`config.mk`:
```
export PLATFORM = sky130hd
export DESIGN_NAME = ddrsw_dev_flat
export DESIGN_NICKNAME = d
export VERILOG_FILES = /design/src/rtl/ddrsw_pkg.sv /design/src/rtl/ddrsw_if.sv /design/src/rtl/ddrsw_dev.sv /design/src/flat_wrapper.sv
export SDC_FILE = /design/constraint.sdc
export NUM_CORES = 1
export LEC_CHECK = 0
export BUFFER_PORTS_ARGS = -buffer_cell sky130_fd_sc_hd__buf_2
export CAP_MARGIN = 20
export CORE_ASPECT_RATIO = 1.1
export CORE_MARGIN = 3
export CORE_UTILIZATION = 60
export DETAILED_ROUTE_END_ITERATION = 10
export PLACE_DENSITY = 0.74
export SYNTH_ARGS = -nofsm -noshare
export SYNTH_HDL_FRONTEND = slang
export SYNTH_SLANG_ARGS = --single-unit
export TNS_END_PERCENT = 20
```
`constraint.sdc`:
```
create_clock -name clk -period 2.9 [get_ports clk]
set_input_delay 0.58 -clock clk [delete_from_list [all_inputs] [get_ports clk]]
set_output_delay 0.58 -clock clk [all_outputs]
set_load 0.02 [all_outputs]
```
`src/rtl/ddrsw_pkg.sv`:
```
/*
  ddrsw_pkg: shared widths, lane layout and burst constants for the
  double-data-rate write port and shared address capture.
  Assumes the wide (36-bit data, 19-bit address) configuration.
*/
package ddrsw_pkg;
  localparam int DDRSW_DATA_W = 36;
  localparam int DDRSW_ADDR_W = 19;
  localparam int DDRSW_LANES = 4;
  localparam int DDRSW_LANE_W = 9;
  localparam int DDRSW_LANE0_LSB = 0;
  localparam int DDRSW_LANE1_LSB = 9;
  localparam int DDRSW_LANE2_LSB = 18;
  localparam int DDRSW_LANE3_LSB = 27;
  localparam int DDRSW_BURST_LEN = 2;
  localparam int DDRSW_DEPTH = 16;
  localparam int DDRSW_IDX_W = 4;
  localparam int DDRSW_FIFO_DEPTH = 2;
  localparam logic [3:0] DDRSW_BWS_IDLE = 4'hF;
  localparam logic [35:0] DDRSW_DATA_RST = 36'h0_0000_0000;
  localparam logic [18:0] DDRSW_ADDR_RST = 19'h0_0000;

  typedef logic [DDRSW_DATA_W-1:0] ddrsw_word_t;
  typedef logic [DDRSW_ADDR_W-1:0] ddrsw_addr_t;
  typedef logic [DDRSW_LANES-1:0] ddrsw_bws_t;

  // write request the controller takes from its user
  typedef struct packed {
    ddrsw_addr_t addr;
    ddrsw_word_t word0;
    ddrsw_bws_t bws0_n;
    ddrsw_word_t word1;
    ddrsw_bws_t bws1_n;
  } ddrsw_wreq_t;

  // merge enabled lanes of new into old
  function automatic ddrsw_word_t ddrsw_merge(ddrsw_word_t old_w, ddrsw_word_t new_w,
                                              ddrsw_bws_t bws_n);
    ddrsw_word_t r;
    r = old_w;
    for (int i = 0; i < DDRSW_LANES; i++) begin
      if (!bws_n[i]) begin
        r[i*DDRSW_LANE_W +: DDRSW_LANE_W] = new_w[i*DDRSW_LANE_W +: DDRSW_LANE_W];
      end
    end
    return r;
  endfunction
endpackage

```
`src/rtl/ddrsw_if.sv`:
```
/*
  ddrsw_if: the pin group between memory controller and device.
  Half-cycle phase is carried by kb_phase: low for the true clock edge,
  high for the complement edge; both ends run on one clk at twice rate.
*/
interface ddrsw_if;
  import ddrsw_pkg::*;
  logic kb_phase;
  logic write_port_select_n;
  logic read_port_select_n;
  ddrsw_bws_t byte_lane_write_select_n;
  ddrsw_word_t wdata;
  ddrsw_addr_t addr;

  modport ctrl (
    output kb_phase, write_port_select_n, read_port_select_n,
    output byte_lane_write_select_n, wdata, addr
  );
  modport dev (
    input kb_phase, write_port_select_n, read_port_select_n,
    input byte_lane_write_select_n, wdata, addr
  );
endinterface

```
`src/rtl/ddrsw_dev.sv`:
```
/*
  ddrsw_dev: device end. Samples the pins on each half-cycle, captures
  read and write addresses from the shared bus and performs byte-masked
  two-word writes into a small model array.
  Assumes kb_phase toggles every clk, low marking the true clock edge.
  Assumes the controller opens a write at most once per two halves and
  holds every pin for its whole half; nothing here resynchronises them.
  The array is a small model: only the low address bits pick a row, so
  higher addresses alias onto it.
  A read issued in the same true half as a commit to its row returns the
  row as written by that commit; the array updates before the first beat is read.
*/

module ddrsw_dev (
  // clock and reset
  input wire logic clk,
  input wire logic rst_n,
  // pins
  ddrsw_if.dev pins,
  // write completion towards the array owner
  output logic wr_done,
  output ddrsw_pkg::ddrsw_addr_t wr_addr,
  // read start with captured address and burst beat
  output logic rd_start,
  output ddrsw_pkg::ddrsw_addr_t rd_addr,
  output logic rd_beat,
  output ddrsw_pkg::ddrsw_word_t rd_word
);
  import ddrsw_pkg::*;

  typedef enum logic [2:0] {
    DDRSW_W_IDLE = 3'b001,
    DDRSW_W_BEAT1 = 3'b010,
    DDRSW_W_COMMIT = 3'b100
  } ddrsw_wst_t;

  ddrsw_wst_t wst_ff, nxt_wst;
  ddrsw_word_t mem_ff [DDRSW_DEPTH][DDRSW_BURST_LEN];
  ddrsw_word_t w0_ff;
  ddrsw_bws_t b0_ff;
  ddrsw_word_t w1_ff;
  ddrsw_bws_t b1_ff;
  ddrsw_addr_t wa_ff;
  logic wr_done_ff;
  ddrsw_addr_t wr_addr_ff;
  logic rd_start_ff;
  ddrsw_addr_t rd_addr_ff;
  logic rd_beat_ff;
  logic rd_second_ff;
  ddrsw_word_t rd_word_ff;
  ddrsw_addr_t rburst_addr_ff;

  // row of the model array that an address picks; the upper bits alias
  function automatic logic [DDRSW_IDX_W-1:0] row_of(ddrsw_addr_t a);
    return a[DDRSW_IDX_W-1:0];
  endfunction

  // sequencer state decode, shared by capture, commit and completion
  wire wr_idle = wst_ff == DDRSW_W_IDLE;
  wire wr_beat1 = wst_ff == DDRSW_W_BEAT1;
  wire wr_commit = wst_ff == DDRSW_W_COMMIT;

  // edge decode: starts only on true phase
  // a write may open in the commit half, so one write per two halves
  // keeps up; the commit still reads the burst registers before reload
  wire true_edge = !pins.kb_phase;
  wire wr_free = wr_idle || wr_commit;
  wire wr_take = true_edge && !pins.write_port_select_n && wr_free;
  wire rd_take = true_edge && !pins.read_port_select_n;
  wire [DDRSW_IDX_W-1:0] widx = row_of(wa_ff);
  wire [DDRSW_IDX_W-1:0] ridx = row_of(rburst_addr_ff);

  // read next values; the address holds while the port is deselected
  wire [DDRSW_ADDR_W-1:0] nxt_rd_addr = rd_take ? pins.addr : rd_addr_ff;
  wire [DDRSW_DATA_W-1:0] beat0_word = mem_ff[ridx][0];
  wire [DDRSW_DATA_W-1:0] beat1_word = mem_ff[ridx][1];
  wire [DDRSW_DATA_W-1:0] held_word = rd_second_ff ? beat1_word : rd_word_ff;
  wire [DDRSW_DATA_W-1:0] nxt_rd_word = rd_start_ff ? beat0_word : held_word;

  // write sequencer: word0 on true edge, word1 + address on complement
  always_comb begin
    nxt_wst = wst_ff;
    unique case (wst_ff)
      DDRSW_W_IDLE: nxt_wst = wr_take ? DDRSW_W_BEAT1 : DDRSW_W_IDLE;
      DDRSW_W_BEAT1: nxt_wst = DDRSW_W_COMMIT;
      DDRSW_W_COMMIT: nxt_wst = wr_take ? DDRSW_W_BEAT1 : DDRSW_W_IDLE;
      default: nxt_wst = DDRSW_W_IDLE;
    endcase
  end

  // sequencer state; back to idle on reset so no burst is half taken
  always_ff @(posedge clk or negedge rst_n) begin
    if (!rst_n) begin
      wst_ff <= DDRSW_W_IDLE;
    end else begin
      wst_ff <= nxt_wst;
    end
  end

  // first word and its lane selects, on the edge that opens the write
  always_ff @(posedge clk or negedge rst_n) begin
    if (!rst_n) begin
      w0_ff <= DDRSW_DATA_RST;
      b0_ff <= DDRSW_BWS_IDLE;
    end else if (wr_take) begin
      w0_ff <= pins.wdata;
      b0_ff <= pins.byte_lane_write_select_n;
    end
  end

  // second word and its lane selects on the following complement half
  always_ff @(posedge clk or negedge rst_n) begin
    if (!rst_n) begin
      w1_ff <= DDRSW_DATA_RST;
      b1_ff <= DDRSW_BWS_IDLE;
    end else if (wr_beat1) begin
      w1_ff <= pins.wdata;
      b1_ff <= pins.byte_lane_write_select_n;
    end
  end

  // write address on the complement half only
  always_ff @(posedge clk or negedge rst_n) begin
    if (!rst_n) begin
      wa_ff <= DDRSW_ADDR_RST;
    end else if (wr_beat1) begin
      wa_ff <= pins.addr;
    end
  end

  // array update with per-lane merge; deselected lanes keep old bits
  always_ff @(posedge clk) begin
    if (wr_commit) begin
      mem_ff[widx][0] <= ddrsw_merge(mem_ff[widx][0], w0_ff, b0_ff);
      mem_ff[widx][1] <= ddrsw_merge(mem_ff[widx][1], w1_ff, b1_ff);
    end
  end

  // write completion strobe, one cycle per committed burst
  always_ff @(posedge clk or negedge rst_n) begin
    if (!rst_n) begin
      wr_done_ff <= 1'b0;
    end else begin
      wr_done_ff <= wr_commit;
    end
  end

  // completed write address, held until the next commit
  always_ff @(posedge clk or negedge rst_n) begin
    if (!rst_n) begin
      wr_addr_ff <= DDRSW_ADDR_RST;
    end else if (wr_commit) begin
      wr_addr_ff <= wa_ff;
    end
  end

  // read side runs independently of the write sequencer
  // start strobe, then two beats per read
  always_ff @(posedge clk or negedge rst_n) begin
    if (!rst_n) begin
      rd_start_ff <= 1'b0;
      rd_second_ff <= 1'b0;
      rd_beat_ff <= 1'b0;
    end else begin
      rd_start_ff <= rd_take;
      rd_second_ff <= rd_start_ff;
      rd_beat_ff <= rd_start_ff || rd_second_ff;
    end
  end

  // read address on true edge only when selected
  always_ff @(posedge clk or negedge rst_n) begin
    if (!rst_n) begin
      rd_addr_ff <= DDRSW_ADDR_RST;
      rburst_addr_ff <= DDRSW_ADDR_RST;
    end else begin
      rd_addr_ff <= nxt_rd_addr;
      rburst_addr_ff <= nxt_rd_addr;
    end
  end

  // burst word register; holds its last beat between reads
  always_ff @(posedge clk or negedge rst_n) begin
    if (!rst_n) begin
      rd_word_ff <= DDRSW_DATA_RST;
    end else begin
      rd_word_ff <= nxt_rd_word;
    end
  end

  // outputs straight from their registers
  assign wr_done = wr_done_ff;
  assign wr_addr = wr_addr_ff;
  assign rd_start = rd_start_ff;
  assign rd_addr = rd_addr_ff;
  assign rd_beat = rd_beat_ff;
  assign rd_word = rd_word_ff;
endmodule

```
`src/flat_wrapper.sv`:
```
// flat-port wrapper written by rule: the top's interface ports become plain ports
module ddrsw_dev_flat import ddrsw_pkg::*;
  (clk, rst_n, wr_done, wr_addr, rd_start, rd_addr, rd_beat, rd_word, pins_kb_phase, pins_write_port_select_n, pins_read_port_select_n, pins_byte_lane_write_select_n, pins_wdata, pins_addr);
  ddrsw_if pins_i ();
  input wire logic clk;
  input wire logic rst_n;
  output logic wr_done;
  output ddrsw_pkg::ddrsw_addr_t wr_addr;
  output logic rd_start;
  output ddrsw_pkg::ddrsw_addr_t rd_addr;
  output logic rd_beat;
  output ddrsw_pkg::ddrsw_word_t rd_word;
  input wire logic [$bits(pins_i.kb_phase)-1:0] pins_kb_phase;
  input wire logic [$bits(pins_i.write_port_select_n)-1:0] pins_write_port_select_n;
  input wire logic [$bits(pins_i.read_port_select_n)-1:0] pins_read_port_select_n;
  input wire logic [$bits(pins_i.byte_lane_write_select_n)-1:0] pins_byte_lane_write_select_n;
  input wire logic [$bits(pins_i.wdata)-1:0] pins_wdata;
  input wire logic [$bits(pins_i.addr)-1:0] pins_addr;
  assign pins_i.kb_phase = pins_kb_phase;
  assign pins_i.write_port_select_n = pins_write_port_select_n;
  assign pins_i.read_port_select_n = pins_read_port_select_n;
  assign pins_i.byte_lane_write_select_n = pins_byte_lane_write_select_n;
  assign pins_i.wdata = pins_wdata;
  assign pins_i.addr = pins_addr;
  ddrsw_dev u_core (.clk(clk), .rst_n(rst_n), .pins(pins_i), .wr_done(wr_done), .wr_addr(wr_addr), .rd_start(rd_start), .rd_addr(rd_addr), .rd_beat(rd_beat), .rd_word(rd_word));
endmodule
```
==> flow_summary.toml, run 1 <==
[status]
status = "finished, final reports clean"

[synth]
synthFlopType = "edfxtp_1"
synth_top_area_share_pct = 67.8
synth-edff-count = 1152
synth_nets = 2734
ys_seq_elements = 1332
syn-cell-area_um2 = 51000
seq_area_frac_synth_pct = 76.7
syn-instance-count = 2670
yosys-top-cells-area = "edfxtp_1 68%, dfrtp_1 8.4%, mux4_2 6.4%"
ys_types = 28
yosysWarnings = 0
postSynth.asyncResetShare_pct = 13.5
yosys.area.top_type = "edfxtp_1"
syn_avg_cell_area_um2 = 19.1

[critical_path]
reg2reg_slack_ns = 0.32
critical_path_buf_inv_count = 3
critical_path_arrival_ns = 2.12
worstSetupPathType = "reg -> out"
crit_path_start_kind = "flip-flop"
endpoint_kind = "output port"
crit_top_cell = "buf_12"
slowest_stage = "dfrtp_4"
required_ns = 2.32
crit_family = "buffers and inverters"
cp_cell_sequence = "buf_12 > buf_12 > buf_2"
worst_path_largest_cell_delay_ns = 0.66
critPathMaxFanout = 39

[clock_tree]
ctsResizeCount = 0
cts_inserted_buffers = 131
path_clk_slew_ns = 0.06
clk_latency_ns = 0.74
h-tree-depth = 4
cts_tree = "yes"
cts_num_sinks = 1332
root_buffer = "clkbuf_16"
cts_buffer_depth = 3

[cells_and_area]
final_cells = 4270
fin_nets = 3092
drive_gt1_share_pct = 27.0
fill_cells = 5015
syn_to_final_growth_pct = 15.4

[floorplan]
core_um2 = 83700
die_y_um = 312
die_x_um = 284
io_pins = 141
dieArea_um2 = 88500
rows = 111
start_util_pct = 60.9

[global_routing]
grt_overflow = 0
grt_max_degree = 73
grt_pass1_wl_mm = 180
antenna_found_initial = 3
grt_pass1_vias = 27900
grt_util_all_layers_pct = 27.7

[sta]
setup_viol = 0
rsz0062_at_grt = "no"
period_share_pct = 92.9
setup_tns_ns = 0
clock_skew_ns = 0.0271
setup_ws_ns = 0.205
hold_viol = 0
fin_crit_ns = 2.70
maxSlewViolCount = 0
relSlewSlack_pct = 43.9
tightest_slew_ns = 0.841
max_freq_ghz = 0.371

[run]
cap_violations = 0

[power_and_ir_drop]
p_leak_uw = 0.0208
powerDensity_nw_per_um2 = 801
power_uw = 47200
max-vdd-ir-drop_mv = 0.544

[routing]
vias = 26800
first_iter_violations = 2892
drc = 0
via_per_inst = 6.27
drtPass1Iterations = 7
routedWlPerCell_um = 28.4
antenna_left = 0
wl_mm = 121

[placed_design]
hpwl_mm = 77.6
post-place-ws_ns = 0.357
io_buffers = 140
place_congestion = 0.835
dp.cells = 4023

[worst_hold_path]
hp-class = "in -> reg"
## placed cells by master (no fill, tap or decap), types with 11 or more instances in the layout
master and instances:
clkbuf_8 18, mux4_2 144, mux2i_1 288, nand2_1 117, buf_4 219, buf_2 139, dfrtp_1 168, a22oi_1 108
edfxtp_1 1152, o21ai_1 36, clkbuf_1 34, mux2_2 98, clkinv_2 18, mux2_1 39, buf_12 24, clkinv_1 13
clkbuf_16 134, nand3_1 42, nand4_1 73, nor2_1 131, inv_6 11, a22o_1 72
## state kept, by name, indices dropped and copies added (netlist names)
name,cells
u_core.b0_ff,4
u_core.b1_ff,4
u_core.mem_ff,1152
u_core.rd_addr,19
u_core.rd_beat,1
u_core.rd_second_ff,1
u_core.rd_start,1
u_core.rd_word,36
u_core.w0_ff,36
u_core.w1_ff,36
u_core.wa_ff,19
u_core.wr_addr,19
u_core.wr_done,1
u_core.wst_ff,3
## worst paths after layout
check	cells after the start	to	start
max	3	rd_addr[2]	u_core.rd_addr[2]
min	2	u_core.w0_ff[28]	pins_wdata[28]
max reg2reg	5	u_core.rd_word[19]	u_core.rd_addr[0]
min reg2reg	2	u_core.rd_word[6]	u_core.rd_word[6]
max in group asynchronous	3	u_core.w0_ff[32]	rst_n
min in group asynchronous	2	u_core.rd_word[12]	rst_n
## cells by family after synthesis
group                     Yosys count  synth area share [%]
buffers and inverters             162                  1.59
and+or+nand+nor                   390                  3.47
DFF                              1332                  76.7
xor gates and xnor gates            1                0.0172
muxes                             569                  15.0
AOI/OAI and AO/OA                 216                  3.18
## synthesized netlist by cell type (2+ instances only)
library cell,n
a22oi_1,108
nor2_1,135
o21ai_1,36
nand2b_1,8
and2_1,2
dfrtp_1,171
buf_1,12
nand2_1,117
nor3b_1,2
a22o_1,72
buf_4,26
clkbuf_1,85
mux2_1,39
inv_1,2
mux2i_1,288
mux2_2,98
nand4_1,73
buf_2,28
edfxtp_1,1152
dfstp_2,9
mux4_2,144
buf_6,9
nor2b_1,8
nand3_1,42
## metal layers
layer | track usage, % | wire length [um] | part of all wire [%]
met5 | 0 | 0 | 0
met4 | 10.2 | 4070 | 3.4
met3 | 5.44 | 9580 | 7.9
met2 | 45.2 | 59800 | 49
met1 | 37.6 | 47800 | 39
## layout make-up
cell class                      instances  area (um2)  share of cell area, %
Clock buffer                          185        3710                   6.31
Multi-Input combinational cell       1176       11100                   18.9
Antenna cell                            2        5.00                0.00850
Sequential cell                      1332       39100                   66.5
Timing Repair Buffer                  385        2870                   4.88
Tap cell                             1130        1410                   2.40
Clock inverter                         58         579                  0.984
Inverter                                2        7.51                 0.0128
## metrics by stage
stage,area (um2),hold slack (ns),util [%]
2_1_floorplan,51000,0.284,-
3_3_place_gp,54500,0.484,65.1
3_5_place_dp,54500,0.488,65.1
4_1_cts,58800,0.0443,70.2
5_1_grt,58800,0.0703,70.3
6_report,58900,0.0825,70.3
## where the power goes
part	internal, uW	switching, uW	total (uW)
sequential	23100	2220	25400
combinational	2150	2860	5010
clock	9790	6990	16800
## timing repair
action / CTS / global route
hold endpoints to repair: 52 / 0
setup endpoints to repair: 0 / 1
buffers inserted: 0 / 1
hold buffers: 1 / 0
Power figures use the tool's default switching activity.
==> run 2, diff against run 1 <==
CELL_PAD_IN_SITES_DETAIL_PLACEMENT = 1   (was unset)
CELL_PAD_IN_SITES_GLOBAL_PLACEMENT = 1   (was unset)
CORE_UTILIZATION = 54   (was 60)
PLACE_DENSITY = 0.76   (was 0.74)
==> run 2 against run 1 <==
First-iteration DRC count shrank 1.1%. Flip-flop and latch count is the same. Count of clock-buffer cells in the layout shrank 2. Clock skew is essentially flat. Wire length grew 14%. Sequential share of layout area grew 0.17 points. Core utilization shrank 7.2 points. Global-route usage grew 0.78 points. Largest power group unchanged.
==> flow_summary.toml, run 2 (same netlist as run 1, synthesis figures left out) <==
[status]
status = "finished, final reports clean"

[cells_and_area]
fill_cells = 7957
syn_to_final_growth_pct = 15.1
fin_nets = 3060
largest_reg_flops = 1152
drive_gt1_share_pct = 26.2
top_register = "u_core.mem_ff"
layout_commonest_cell = "edfxtp_1"
utilization_pct = 63.1
most-common-layout-cells = "1152 x edfxtp_1, 288 x mux2i_1, 191 x buf_4"

[clock_tree]
cts_num_sinks = 1332
path_clk_slew_ns = 0.06
cts_buffer_depth = 3
cts_inserted_buffers = 134
h-tree-depth = 4
postCtsSetupRepairBufs = 0
clk_latency_ns = 0.73
root_buffer = "clkbuf_16"
cts_tree = "yes"

[critical_path]
reg2reg_slack_ns = 0.19
reg2reg_to = "u_core.mem_ff[13][64]"
crit_path_start_kind = "flip-flop"
critical_path_arrival_ns = 3.13
ff2ff_path_depth = 5
r2r_start = "u_core.wa_ff[0]"
worstSetupPathType = "reg -> reg"
endpoint_kind = "flip-flop"
critPathMaxFanout = 9
required_ns = 3.31

[routing]
via_per_inst = 6.30
antenna_left = 0
drc = 0
routedWlPerCell_um = 31.7
first_iter_violations = 2859
vias = 27400
drtPass1Iterations = 5
wl_mm = 138

[global_routing]
grt_overflow = 0
grt_util_all_layers_pct = 28.4
grt_pass1_vias = 29500
grt_max_degree = 74
grt_pass1_wl_mm = 202
antenna_found_initial = 9

[sta]
relSlewSlack_pct = 38.1
whs_ns = 0.0800
hold_viol = 0
setup_viol = 0
max_freq_ghz = 0.369
fin_crit_ns = 2.71
maxSlewViolCount = 0
tightest_slew_ns = 0.929
clock_skew_ns = 0.0274
setup_tns_ns = 0
rsz0062_at_grt = "no"
period_share_pct = 93.6

[worst_hold_path]
min_to = "u_core.w0_ff[8]"
hold_start = "pins_wdata[8]"
hp-class = "in -> reg"
holdPathStages = 2

[floorplan]
dieArea_um2 = 98100
start_util_pct = 54.8
core_um2 = 93100
io_pins = 141
die_y_um = 328
die_x_um = 299
rows = 117

[placed_design]
place_congestion = 0.825
hpwl_mm = 88.9
io_buffers = 140

[power_and_ir_drop]
powerDensity_nw_per_um2 = 812
p_leak_uw = 0.0206
max-vdd-ir-drop_mv = 0.690

[run]
cap_violations = 0
[run 2: what timing repair did]
item,CTS,global route
hold buffers,1,0
gates resized for setup,0,0
endpoints found under the hold margin,64,0
[run 2: final cells by class]
type	instances	area, um2	area share, %
Clock inverter	61	599	1.02
Clock buffer	183	3750	6.39
Timing Repair Buffer	350	2510	4.28
Sequential cell	1332	39100	66.6
Multi-Input combinational cell	1176	11100	19.0
Inverter	2	7.51	0.0128
Tap cell	1249	1560	2.66
Antenna cell	2	5.00	0.00853
[run 2: worst max-delay path by stage]
stage,depth (start not counted),to,slack (ns),start
final,5,u_core.mem_ff[13][64],0.19,u_core.wa_ff[0]
after global routing,5,u_core.mem_ff[13][71],0.04,u_core.wa_ff[0]
after CTS,5,u_core.mem_ff[13][69],0.19,u_core.wa_ff[0]
after detailed placement,5,u_core.mem_ff[13][71],0.29,u_core.wa_ff[0]
after global placement,5,u_core.mem_ff[13][18],0.39,u_core.wa_ff[0]
after floorplan,5,u_core.mem_ff[15][0],0.86,u_core.wst_ff[0]
[run 2: metrics by stage]
step                      setup slack [ns]  cells  power, uW  cell area [um2]
after CTS                            0.189   4353      47900            58700
after floorplan                      0.865   2670      27800            51000
final                                0.187   4355      47600            58700
after global routing                0.0436   4353      49200            58700
after detailed placement             0.287   4108      30800            54300
after global placement               0.388   4108      30300            54300
[run 2: per-layer routing]
| metal | share of wire [%] | global-route usage (%) | routed length (um) | vias to the layer above |
|---|---|---|---|---|
| li1 | - | - | - | 11300 |
| met1 | 38 | 37.4 | 53100 | 14600 |
| met2 | 50 | 47.4 | 69700 | 1247 |
| met3 | 7.5 | 5.95 | 10400 | 300 |
| met4 | 3.5 | 10.6 | 4820 | 8 |
| met5 | 0.038 | 0 | 52 | - |
[run 2: power by group]
part | internal [uW] | switching, uW | total [uW]
Clock | 9980 | 7150 | 17100
Sequential | 23100 | 2270 | 25400
Combinational | 2090 | 3020 | 5110
[run 2: critical path, cell delays in order (launching register included)]
cell,delay [ns]
dfrtp_1,0.56
nor2b_1,0.36
nand3_1,0.62
buf_4,0.44
nor2_1,0.16
buf_4,0.25
